$ cat src/include/kbd_port_defs.vh
/*
  Constants for the keyboard host port: runtime offsets, firmware alias
  offsets, status field positions and reset values.
  Assumes inclusion by bare name from the design file.
*/
`ifndef KBD_PORT_DEFS_VH
`define KBD_PORT_DEFS_VH

// ==========================================================================
// Host runtime offsets (I/O, relative to programmed base)
`define RT_DATA_OFS 3'h0
`define RT_CMD_STAT_OFS 3'h4

// ==========================================================================
// Firmware internal addresses
`define FW_RT_BASE 32'h400f0400
`define FW_ALIAS_BASE 32'h400f0410
`define FW_DATA_OFS 8'h00
`define FW_STAT_OFS 8'h04
`define FW_AUX_OFS 8'h0c

// ==========================================================================
// Status byte fields
`define ST_OUT_FULL 0
`define ST_IN_FULL 1
`define ST_USER_LOW 2
`define ST_CMD_TAG 3
`define ST_USER_MID 4
`define ST_AUX_FULL 5
`define ST_USER_HI_LSB 6
`define ST_USER_HI_MSB 7

`define BYTE_RST 8'h00
`define HOST_BASE_RST 16'h0060

`endif

$ cat src/verilog/keyboard_host_port_runtime.v
/*
  Runtime register port of an emulated keyboard controller: host I/O side
  at a programmed base, firmware side at a fixed internal address.
  Assumes host and firmware strobes are one-cycle pulses on clk_sys, and
  that the LPC reset pin arrives asynchronously.
  Host and firmware sides share the one clock; only the LPC reset pin
  crosses in, through two flops, before any logic reads it.
*/
// Operation
// Host data write latches byte, tag 0, full
// Host command write latches byte, tag 1, full
// Host read offset 0 returns output byte
// Host read offset 4 returns status byte
// Host output read clears full and irqs; code clears only host_output_full_irq_ff and raises output_emptied_irq_ff
// Host status view is read-only mirror
// User bits written only by firmware alias
// Aux flag set by aux write, cleared by data
// Status bit 3 shows command/data tag
// User bit low cleared by LPC reset
// Input full raises firmware irq if enabled
// Firmware read of input clears full and irq
// Input full survives power-good, LPC power-down
// Output full set on data or aux write
// Host output read raises emptied irq
// Output full cleared only by host read
// Host I/O base programmable; firmware fixed base
// Firmware input alias returns last host byte
// Single byte per direction; new write overwrites
`timescale 1ns/1ps
`include "kbd_port_defs.vh"

module keyboard_host_port_runtime (
  input wire clk_sys,
  input wire rst_n,
  input wire lreset_n,
  input wire [15:0] host_base,
  input wire host_wr,
  input wire host_rd,
  input wire [15:0] host_addr,
  input wire [7:0] host_wdata,
  output reg [7:0] host_rdata_ff,
  output reg host_ack_ff,
  input wire fw_wr,
  input wire fw_rd,
  input wire [31:0] fw_addr,
  input wire [7:0] fw_wdata,
  output reg [7:0] fw_rdata_ff,
  output reg fw_ack_ff,
  output reg fw_err_ff,
  input wire input_full_irq_en,
  input wire fw_in_ready,
  output reg fw_in_valid_ff,
  output reg [7:0] fw_in_byte_ff,
  output reg input_full_irq_ff,
  output reg output_emptied_irq_ff,
  output reg host_output_full_irq_ff,
  output reg [7:0] status_ff
);

  // ========================================================================
  // Address decode helpers
  function host_hit;
    input [15:0] addr;
    input [15:0] base;
    input [2:0] ofs;
    begin
      host_hit = (addr == (base + {13'h0000, ofs}));
    end
  endfunction

  function fw_hit;
    input [31:0] addr;
    input [31:0] base;
    input [7:0] ofs;
    begin
      fw_hit = (addr == (base + {24'h000000, ofs}));
    end
  endfunction

  // ========================================================================
  // LPC reset synchroniser
  reg lrst_meta_ff;
  reg lrst_sync_ff;

  always @(posedge clk_sys) begin
    if (!rst_n) begin
      lrst_meta_ff <= 1'b0;
      lrst_sync_ff <= 1'b0;
    end else begin
      lrst_meta_ff <= lreset_n;
      lrst_sync_ff <= lrst_meta_ff;
    end
  end

  wire lpc_in_reset = !lrst_sync_ff;

  // ========================================================================
  // Decode
  wire h_wr_data = host_wr && host_hit(host_addr, host_base, `RT_DATA_OFS);
  wire h_wr_cmd = host_wr && host_hit(host_addr, host_base, `RT_CMD_STAT_OFS);
  wire h_rd_data = host_rd && host_hit(host_addr, host_base, `RT_DATA_OFS);
  wire h_rd_stat = host_rd && host_hit(host_addr, host_base, `RT_CMD_STAT_OFS);

  wire f_wr_data = fw_wr && fw_hit(fw_addr, `FW_ALIAS_BASE, `FW_DATA_OFS);
  wire f_wr_aux = fw_wr && fw_hit(fw_addr, `FW_ALIAS_BASE, `FW_AUX_OFS);
  wire f_wr_stat = fw_wr && fw_hit(fw_addr, `FW_ALIAS_BASE, `FW_STAT_OFS);
  wire f_rd_data = fw_rd && fw_hit(fw_addr, `FW_ALIAS_BASE, `FW_DATA_OFS);
  wire f_rd_stat = fw_rd && fw_hit(fw_addr, `FW_ALIAS_BASE, `FW_STAT_OFS);
  wire f_rd_rt_data = fw_rd && fw_hit(fw_addr, `FW_RT_BASE, `FW_DATA_OFS);
  wire f_rd_rt_stat = fw_rd && fw_hit(fw_addr, `FW_RT_BASE, `FW_STAT_OFS);
  wire f_any_hit = f_wr_data || f_wr_aux || f_wr_stat || f_rd_data || f_rd_stat
                   || f_rd_rt_data || f_rd_rt_stat;

  // ========================================================================
  // Byte holders and flags
  reg [7:0] in_byte_ff;
  reg [7:0] out_byte_ff;
  reg cmd_tag_ff;
  reg in_full_ff;
  reg out_full_ff;
  reg aux_full_ff;
  reg user_low_ff;
  reg user_mid_ff;
  reg [1:0] user_hi_ff;

  // Host write wins over a same-cycle firmware read so no byte goes missing
  wire in_set = h_wr_data || h_wr_cmd;
  wire in_clr = f_rd_data || f_rd_rt_data;
  wire out_set = f_wr_data || f_wr_aux;

  // ========================================================================
  // Next values of the byte holders and flags
  reg [7:0] nxt_in_byte;
  reg [7:0] nxt_out_byte;
  reg nxt_cmd_tag;
  reg nxt_in_full;
  reg nxt_out_full;
  reg nxt_aux_full;
  reg nxt_user_mid;
  reg [1:0] nxt_user_hi;

  always @* begin
    nxt_in_byte = in_byte_ff;
    nxt_out_byte = out_byte_ff;
    nxt_cmd_tag = cmd_tag_ff;
    nxt_in_full = in_full_ff;
    nxt_out_full = out_full_ff;
    nxt_aux_full = aux_full_ff;
    nxt_user_mid = user_mid_ff;
    nxt_user_hi = user_hi_ff;
    if (h_wr_data) begin
      nxt_in_byte = host_wdata;
      nxt_cmd_tag = 1'b0;
    end else if (h_wr_cmd) begin
      nxt_in_byte = host_wdata;
      nxt_cmd_tag = 1'b1;
    end
    // Power-good and LPC power-down do not touch these flags
    if (in_set) begin
      nxt_in_full = 1'b1;
    end else if (in_clr) begin
      nxt_in_full = 1'b0;
    end
    // Firmware refill wins over a same-cycle host drain
    if (out_set) begin
      nxt_out_full = 1'b1;
    end else if (h_rd_data) begin
      nxt_out_full = 1'b0;
    end
    if (f_wr_aux) begin
      nxt_aux_full = 1'b1;
    end else if (f_wr_data) begin
      nxt_aux_full = 1'b0;
    end
    if (out_set) begin
      nxt_out_byte = fw_wdata;
    end
    if (f_wr_stat) begin
      nxt_user_mid = fw_wdata[`ST_USER_MID];
      nxt_user_hi = fw_wdata[`ST_USER_HI_MSB:`ST_USER_HI_LSB];
    end
  end

  always @(posedge clk_sys) begin
    if (!rst_n) begin
      in_byte_ff <= `BYTE_RST;
      out_byte_ff <= `BYTE_RST;
      cmd_tag_ff <= 1'b0;
      in_full_ff <= 1'b0;
      out_full_ff <= 1'b0;
      aux_full_ff <= 1'b0;
      user_mid_ff <= 1'b0;
      user_hi_ff <= 2'b00;
    end else begin
      in_byte_ff <= nxt_in_byte;
      out_byte_ff <= nxt_out_byte;
      cmd_tag_ff <= nxt_cmd_tag;
      in_full_ff <= nxt_in_full;
      out_full_ff <= nxt_out_full;
      aux_full_ff <= nxt_aux_full;
      user_mid_ff <= nxt_user_mid;
      user_hi_ff <= nxt_user_hi;
    end
  end

  // Separate process: this bit alone also falls to the LPC reset
  always @(posedge clk_sys) begin
    if (!rst_n || lpc_in_reset)
      user_low_ff <= 1'b0;
    else if (f_wr_stat)
      user_low_ff <= fw_wdata[`ST_USER_LOW];
  end

  wire [7:0] status_now = {user_hi_ff, aux_full_ff, user_mid_ff, cmd_tag_ff,
                           user_low_ff, in_full_ff, out_full_ff};

  // ========================================================================
  // Interrupts toward firmware and host
  always @(posedge clk_sys) begin
    if (!rst_n) begin
      input_full_irq_ff <= 1'b0;
      output_emptied_irq_ff <= 1'b0;
      host_output_full_irq_ff <= 1'b0;
    end else begin
      input_full_irq_ff <= nxt_in_full && input_full_irq_en;
      output_emptied_irq_ff <= h_rd_data && out_full_ff;
      if (out_set) begin
        host_output_full_irq_ff <= 1'b1;
      end else if (h_rd_data) begin
        host_output_full_irq_ff <= 1'b0;
      end
    end
  end

  // ========================================================================
  // Host read path
  always @(posedge clk_sys) begin
    if (!rst_n) begin
      host_rdata_ff <= `BYTE_RST;
      host_ack_ff <= 1'b0;
    end else begin
      host_ack_ff <= h_wr_data || h_wr_cmd || h_rd_data || h_rd_stat;
      if (h_rd_data) begin
        host_rdata_ff <= out_byte_ff;
      end else if (h_rd_stat) begin
        host_rdata_ff <= status_now;
      end
    end
  end

  // ========================================================================
  // Firmware read path
  always @(posedge clk_sys) begin
    if (!rst_n) begin
      fw_rdata_ff <= `BYTE_RST;
      fw_ack_ff <= 1'b0;
      fw_err_ff <= 1'b0;
    end else begin
      fw_ack_ff <= (fw_wr || fw_rd) && f_any_hit;
      fw_err_ff <= (fw_wr || fw_rd) && !f_any_hit;
      if (f_rd_data || f_rd_rt_data) begin
        fw_rdata_ff <= in_byte_ff;
      end else if (f_rd_stat || f_rd_rt_stat) begin
        fw_rdata_ff <= status_now;
      end else if (fw_rd) begin
        // Unmapped reads return zero so stale bytes never leak
        fw_rdata_ff <= `BYTE_RST;
      end
    end
  end

  // ========================================================================
  // Two-entry buffer carrying host bytes to a firmware stream consumer;
  // a stalled consumer keeps both entries, excess bytes beyond two are dropped
  reg [7:0] buf_mem [0:1];
  reg buf_wp_ff;
  reg buf_rp_ff;
  reg [1:0] buf_cnt_ff;
  reg nxt_buf_wp;
  reg nxt_buf_rp;
  reg [1:0] nxt_buf_cnt;
  reg [7:0] nxt_fw_in_byte;
  wire buf_push = in_set && (buf_cnt_ff != 2'd2);
  wire buf_pop = fw_in_valid_ff && fw_in_ready;

  // Head byte is looked up a cycle ahead so the stream output stays a flop
  always @* begin
    nxt_buf_wp = buf_wp_ff;
    nxt_buf_rp = buf_rp_ff;
    nxt_buf_cnt = buf_cnt_ff;
    if (buf_push) begin
      nxt_buf_wp = !buf_wp_ff;
    end
    if (buf_pop) begin
      nxt_buf_rp = !buf_rp_ff;
    end
    if (buf_push && !buf_pop) begin
      nxt_buf_cnt = buf_cnt_ff + 2'd1;
    end else if (buf_pop && !buf_push) begin
      nxt_buf_cnt = buf_cnt_ff - 2'd1;
    end
    // Empty, or draining its last entry: the incoming byte goes straight out
    if (buf_cnt_ff == 2'd0 || (buf_cnt_ff == 2'd1 && buf_pop)) begin
      nxt_fw_in_byte = host_wdata;
    end else begin
      nxt_fw_in_byte = buf_mem[nxt_buf_rp];
    end
  end

  always @(posedge clk_sys) begin
    if (!rst_n) begin
      buf_wp_ff <= 1'b0;
      buf_rp_ff <= 1'b0;
      buf_cnt_ff <= 2'd0;
      buf_mem[0] <= `BYTE_RST;
      buf_mem[1] <= `BYTE_RST;
    end else begin
      if (buf_push) begin
        buf_mem[buf_wp_ff] <= host_wdata;
      end
      buf_wp_ff <= nxt_buf_wp;
      buf_rp_ff <= nxt_buf_rp;
      buf_cnt_ff <= nxt_buf_cnt;
    end
  end

  always @(posedge clk_sys) begin
    if (!rst_n) begin
      fw_in_valid_ff <= 1'b0;
      fw_in_byte_ff <= `BYTE_RST;
      status_ff <= `BYTE_RST;
    end else begin
      fw_in_valid_ff <= (nxt_buf_cnt != 2'd0);
      fw_in_byte_ff <= nxt_fw_in_byte;
      status_ff <= status_now;
    end
  end

endmodule

$ cat config.mk
export PLATFORM = sky130hd
export DESIGN_NAME = keyboard_host_port_runtime
export DESIGN_NICKNAME = d
export VERILOG_FILES = /design/src/verilog/keyboard_host_port_runtime.v
export VERILOG_INCLUDE_DIRS = /design/src /design/src/include
export SDC_FILE = /design/constraint.sdc
export NUM_CORES = 1
export LEC_CHECK = 0
export BUFFER_PORTS_ARGS = -buffer_cell sky130_fd_sc_hd__buf_2
export CORE_MARGIN = 10
export CORE_UTILIZATION = 51
export CTS_CLUSTER_SIZE = 25
export DETAILED_ROUTE_END_ITERATION = 6
export MAX_ROUTING_LAYER = met4
export PLACE_DENSITY = 0.91
export SYNTH_ARGS = -nofsm -noshare
export SYNTH_HDL_FRONTEND = slang
export SYNTH_SLANG_ARGS = --single-unit
$ cat constraint.sdc
create_clock -name clk_sys -period 3.91 [get_ports clk_sys]
set_input_delay 0.1955 -clock clk_sys [delete_from_list [all_inputs] [get_ports clk_sys]]
set_output_delay 0.1955 -clock clk_sys [all_outputs]
set_load 0.005 [all_outputs]
==> reports/metrics.sh <==
NUMBER_OF_REGISTER_BITS_INFERRED_BY_SYNTHESIS=84
DRV.MAX_CAP_VIOLATION_COUNT=0
GRT_START_MAX_NET_PINS=32
NUMPLACEDINSTANCES=645
SYNTH.TOP_CELL.AREA_SHARE_PCT=34.0
SYNTH.TOP_CELLS.BY_AREA='dfxtp_1 (34%), edfxtp_1 (12%), mux2i_1 (9.7%)'
GRT-OVFL-TOTAL=0
CRITICAL_PATH_REQUIRED_PS=4150
CTS-HOLD-FIX-BUFFERS=0
WORST_SLEW_PIN_SLEW_PS=1100
FINISH.NET_COUNT=647
FINALNONFILLERCELLS=661
NUMCLOCKSINKS=84
PLACEMENT.SETUP.WORST_SLACK_PS=905
CP.ARRIVAL_PS=2950
CLK_LATENCY_PS=360
CLOCK.FMAX_GHz=0.368
FIRST_PASS_GRT_WIRE_LENGTH_UM=17700
DETAIL_ROUTE.DRC_VIOLATIONS=0
ROUTABILITY_CONG=0.899
CTS_TREE='yes'
POST-ROUTE-PERIOD-UTIL_PCT=69.4
ANTENNA-DIODE-COUNT=0
WIRE_PER_INST_UM=17.1
GR-MAX-USAGE-LAYER='met2'
LEAKAGEPOWER_nW=2.20
SYNTH.LIB_CELLS_USED.DISTINCT=55
WORST_SETUP_HOLD_PATH_CLK_SLEW_PS=80
GRT_SETUP_UNREPAIRED='false'
FINAL_LAYOUT_SIZE_SUFFIX_GT1_SHARE_PCT=29.2
MET2_USAGE_PCT=31.9
NETLIST_AREA_UM2=4010
POSTROUTEANTENNANETS=0
TOTAL_NUMBER_OF_PLACEMENT_ROWS=32
SYNTH_TOP_FLOP_CELL='dfxtp_1'
CRITICAL_PATH.MAX_FANOUT=12
LAUNCHING_ELEMENT_TYPE_OF_THE_CRITICAL_PATH='input pin'
CLOCK-ROOT-BUFFER='clkbuf_8'
IO_PINS=128
GLOBAL_ROUTING_USAGE_ON_MET3_PCT=5.49
TOTAL_DIE_AREA_UM2=11800
USE_MET1_PCT=21.7
WORST_SLEW_MARGIN_RELATIVE_TO_ITS_LIMIT_PCT=26.6
AVGSYNTHCELLAREA_UM2=9.26
KIND_OF_CAPTURE_POINT_OF_THE_WORST_SETUP_PATH='flop'
SYNTH-SEQ-AREA-SHARE_PCT=46.0
PEAK_SUPPLY_DROP_uV=197
FIRST_PASS_ITERATION_COUNT_OF_THE_DETAILED_ROUTER=5
CLASS_OF_THE_TIGHTEST_HOLD_OR_REMOVAL_CHECK='input pin to flop'
STARTING_DENSITY_OF_THE_CORE_PCT=52.1
DIE_X_UM=109
IO_BUFFERS=127
DRV_SLEW=0
GRTUSAGETOTAL_PCT=19.2
CTS_MADE_BUFFERS=9
DETAILED_PLACE_HPWL_UM=8620
ANTENNA_FOUND_INITIAL=0
SYN2LAYOUT_AREA_GROWTH_PCT=22.9
TIMING.SETUP.TNS_PS=0
CORE-AREA_UM2=7690
TIMING.FINAL.HOLD_VIOLATIONS=0
POSTSYNTHCELLCOUNT=433
DIE_H_UM=109
POWER_DENSITY_nW_PER_UM2=351
AVGVIACOUNTPERCELL=5.58
PATH_CLASS='input pin to flop'
CTS.REPAIR.RESIZED=0
SHARE_OF_ASYNC_SETTABLE_OR_ASYNC_RESETTABLE_FLOPS_AFTER_SYNTHESIS_PCT=0
GRT_PASS1_VIAS=3700
SYNTH_LARGEST_AREA_CELL='dfxtp_1'
DR.FIRST_ITER.DRC_COUNT=260
YOSYS_WARNINGS=0
POSTROUTEWIRELENGTH_UM=11300
SETUP_VIOL=0
SYNTH-EDFF-COUNT=16
CTS_MAX_PATH_BUFS=2
STATUS='complete, no violations'
PERIOD_NEEDED_PS=2720
FINALWORSTSETUPSLACK_PS=1190
SETUP_SKEW_AFTER_LAYOUT_PS=7.17
POSTCTSSETUPREPAIRBUFS=0
NUM_VIAS=3688
H_TREE_LVL_COUNT=3
SYNTH_FP_NETS=526
-- kinds of logic (layout without fill, tap and decap cells) --
group / count (synthesis) / count (layout) / synth area share [%]
xor+xnor: 24 / 24 / 5.25
fa+ha+maj: 4 / 4 / 1.25
flops: 84 / 84 / 46.0
simple gates: 183 / 183 / 22.8
buf+inv: 37 / 163 / 3.81
mux: 39 / 39 / 9.74
compound gates: 62 / 62 / 11.2
-- per-layer routing --
layer	share of wire [%]	wire [um]
met2	49	5530
met1	41	4660
met4	1.3	152
met3	8.4	953
met5	0	0
-- placed cells by master, fill, tap and decap left out, types with 8 or more instances in the layout --
cell	n
a311oi_1	8
nand2_1	28
clkbuf_8	9
and2_1	11
o21ai_0	9
edfxtp_1	16
nand3_1	15
nor4_1	13
buf_2	127
dfxtp_1	68
xnor2_1	13
nor2_2	8
xor2_1	11
mux2i_1	39
a21oi_1	13
a211oi_1	11
nor2_1	72
inv_1	14
-- worst paths after layout --
kind / start / to / slack (ps) / cells past startpoint
worst min-delay path: lreset_n / lrst_meta_ff / 50 / 2
worst max register to register: fw_in_valid_ff / fw_in_byte_ff[5] / 1890 / 4
worst max-delay path: host_base[2] / in_byte_ff[5] / 1190 / 10
worst min register to register: lrst_sync_ff / user_low_ff / 440 / 2
-- sequential cells by signal, summed over array words and instances (netlist names), 8 cells and up --
register / flops
fw_rdata_ff: 8
fw_in_byte_ff: 8
host_rdata_ff: 8
buf_mem: 16
status_ff: 8
in_byte_ff: 8
out_byte_ff: 8
-- metrics by stage --
stage	utilization (%)	hold slack (ps)	power [mW]	instance area [um2]
global placement	61.2	419	1.08	4710
floorplan	-	292	0.999	4010
finish	64.1	48.0	1.73	4930
global route	64.1	40.8	1.78	4930
detailed placement	61.2	415	1.08	4710
CTS	64.1	40.1	1.73	4930
-- report_power, final --
| part | internal (mW) | switching, mW |
|---|---|---|
| logic | 0.0740 | 0.0957 |
| clock network | 0.338 | 0.326 |
| registers | 0.892 | 0.00280 |
-- critical path, cell delays in order --
cell	delay [ps]
buf_2	130
ha_1	260
and3b_1	180
or3_1	330
a31oi_1	190
a2111oi_0	110
and4_4	300
o21ai_1	800
mux2i_1	350
nor2_1	90
-- final cells by class --
| class | instances | area, um2 |
|---|---|---|
| timing repair buffer | 131 | 666 |
| sequential | 84 | 1840 |
| multi-input combinational | 312 | 2010 |
| clock buffer | 10 | 149 |
| inverter | 16 | 60.1 |
| tap | 102 | 128 |
| clock inverter | 6 | 68.8 |
| fill | 635 | 2760 |
-- Yosys cell counts (2+ instances only) --
library cell and n:
a31oi_1 3, and2_1 11, or3_1 3, nand2b_1 3, nor2_2 8, edfxtp_1 16
nor4b_1 5, nor2_1 72, nand2_1 28, a2111oi_0 3, xnor2_1 13, inv_1 14
and4_1 2, nand3_1 15, and3_1 2, nor3_1 5, o31a_1 3, or4_1 2
a21oi_1 13, o21ai_0 9, ha_1 4, a311oi_1 8, a211oi_1 11, buf_1 3
dfxtp_1 68, buf_2 5, mux2i_1 39, nor4_1 13, xor2_1 11, clkbuf_1 12
nand4_1 5
Power figures use the tool's default switching activity.
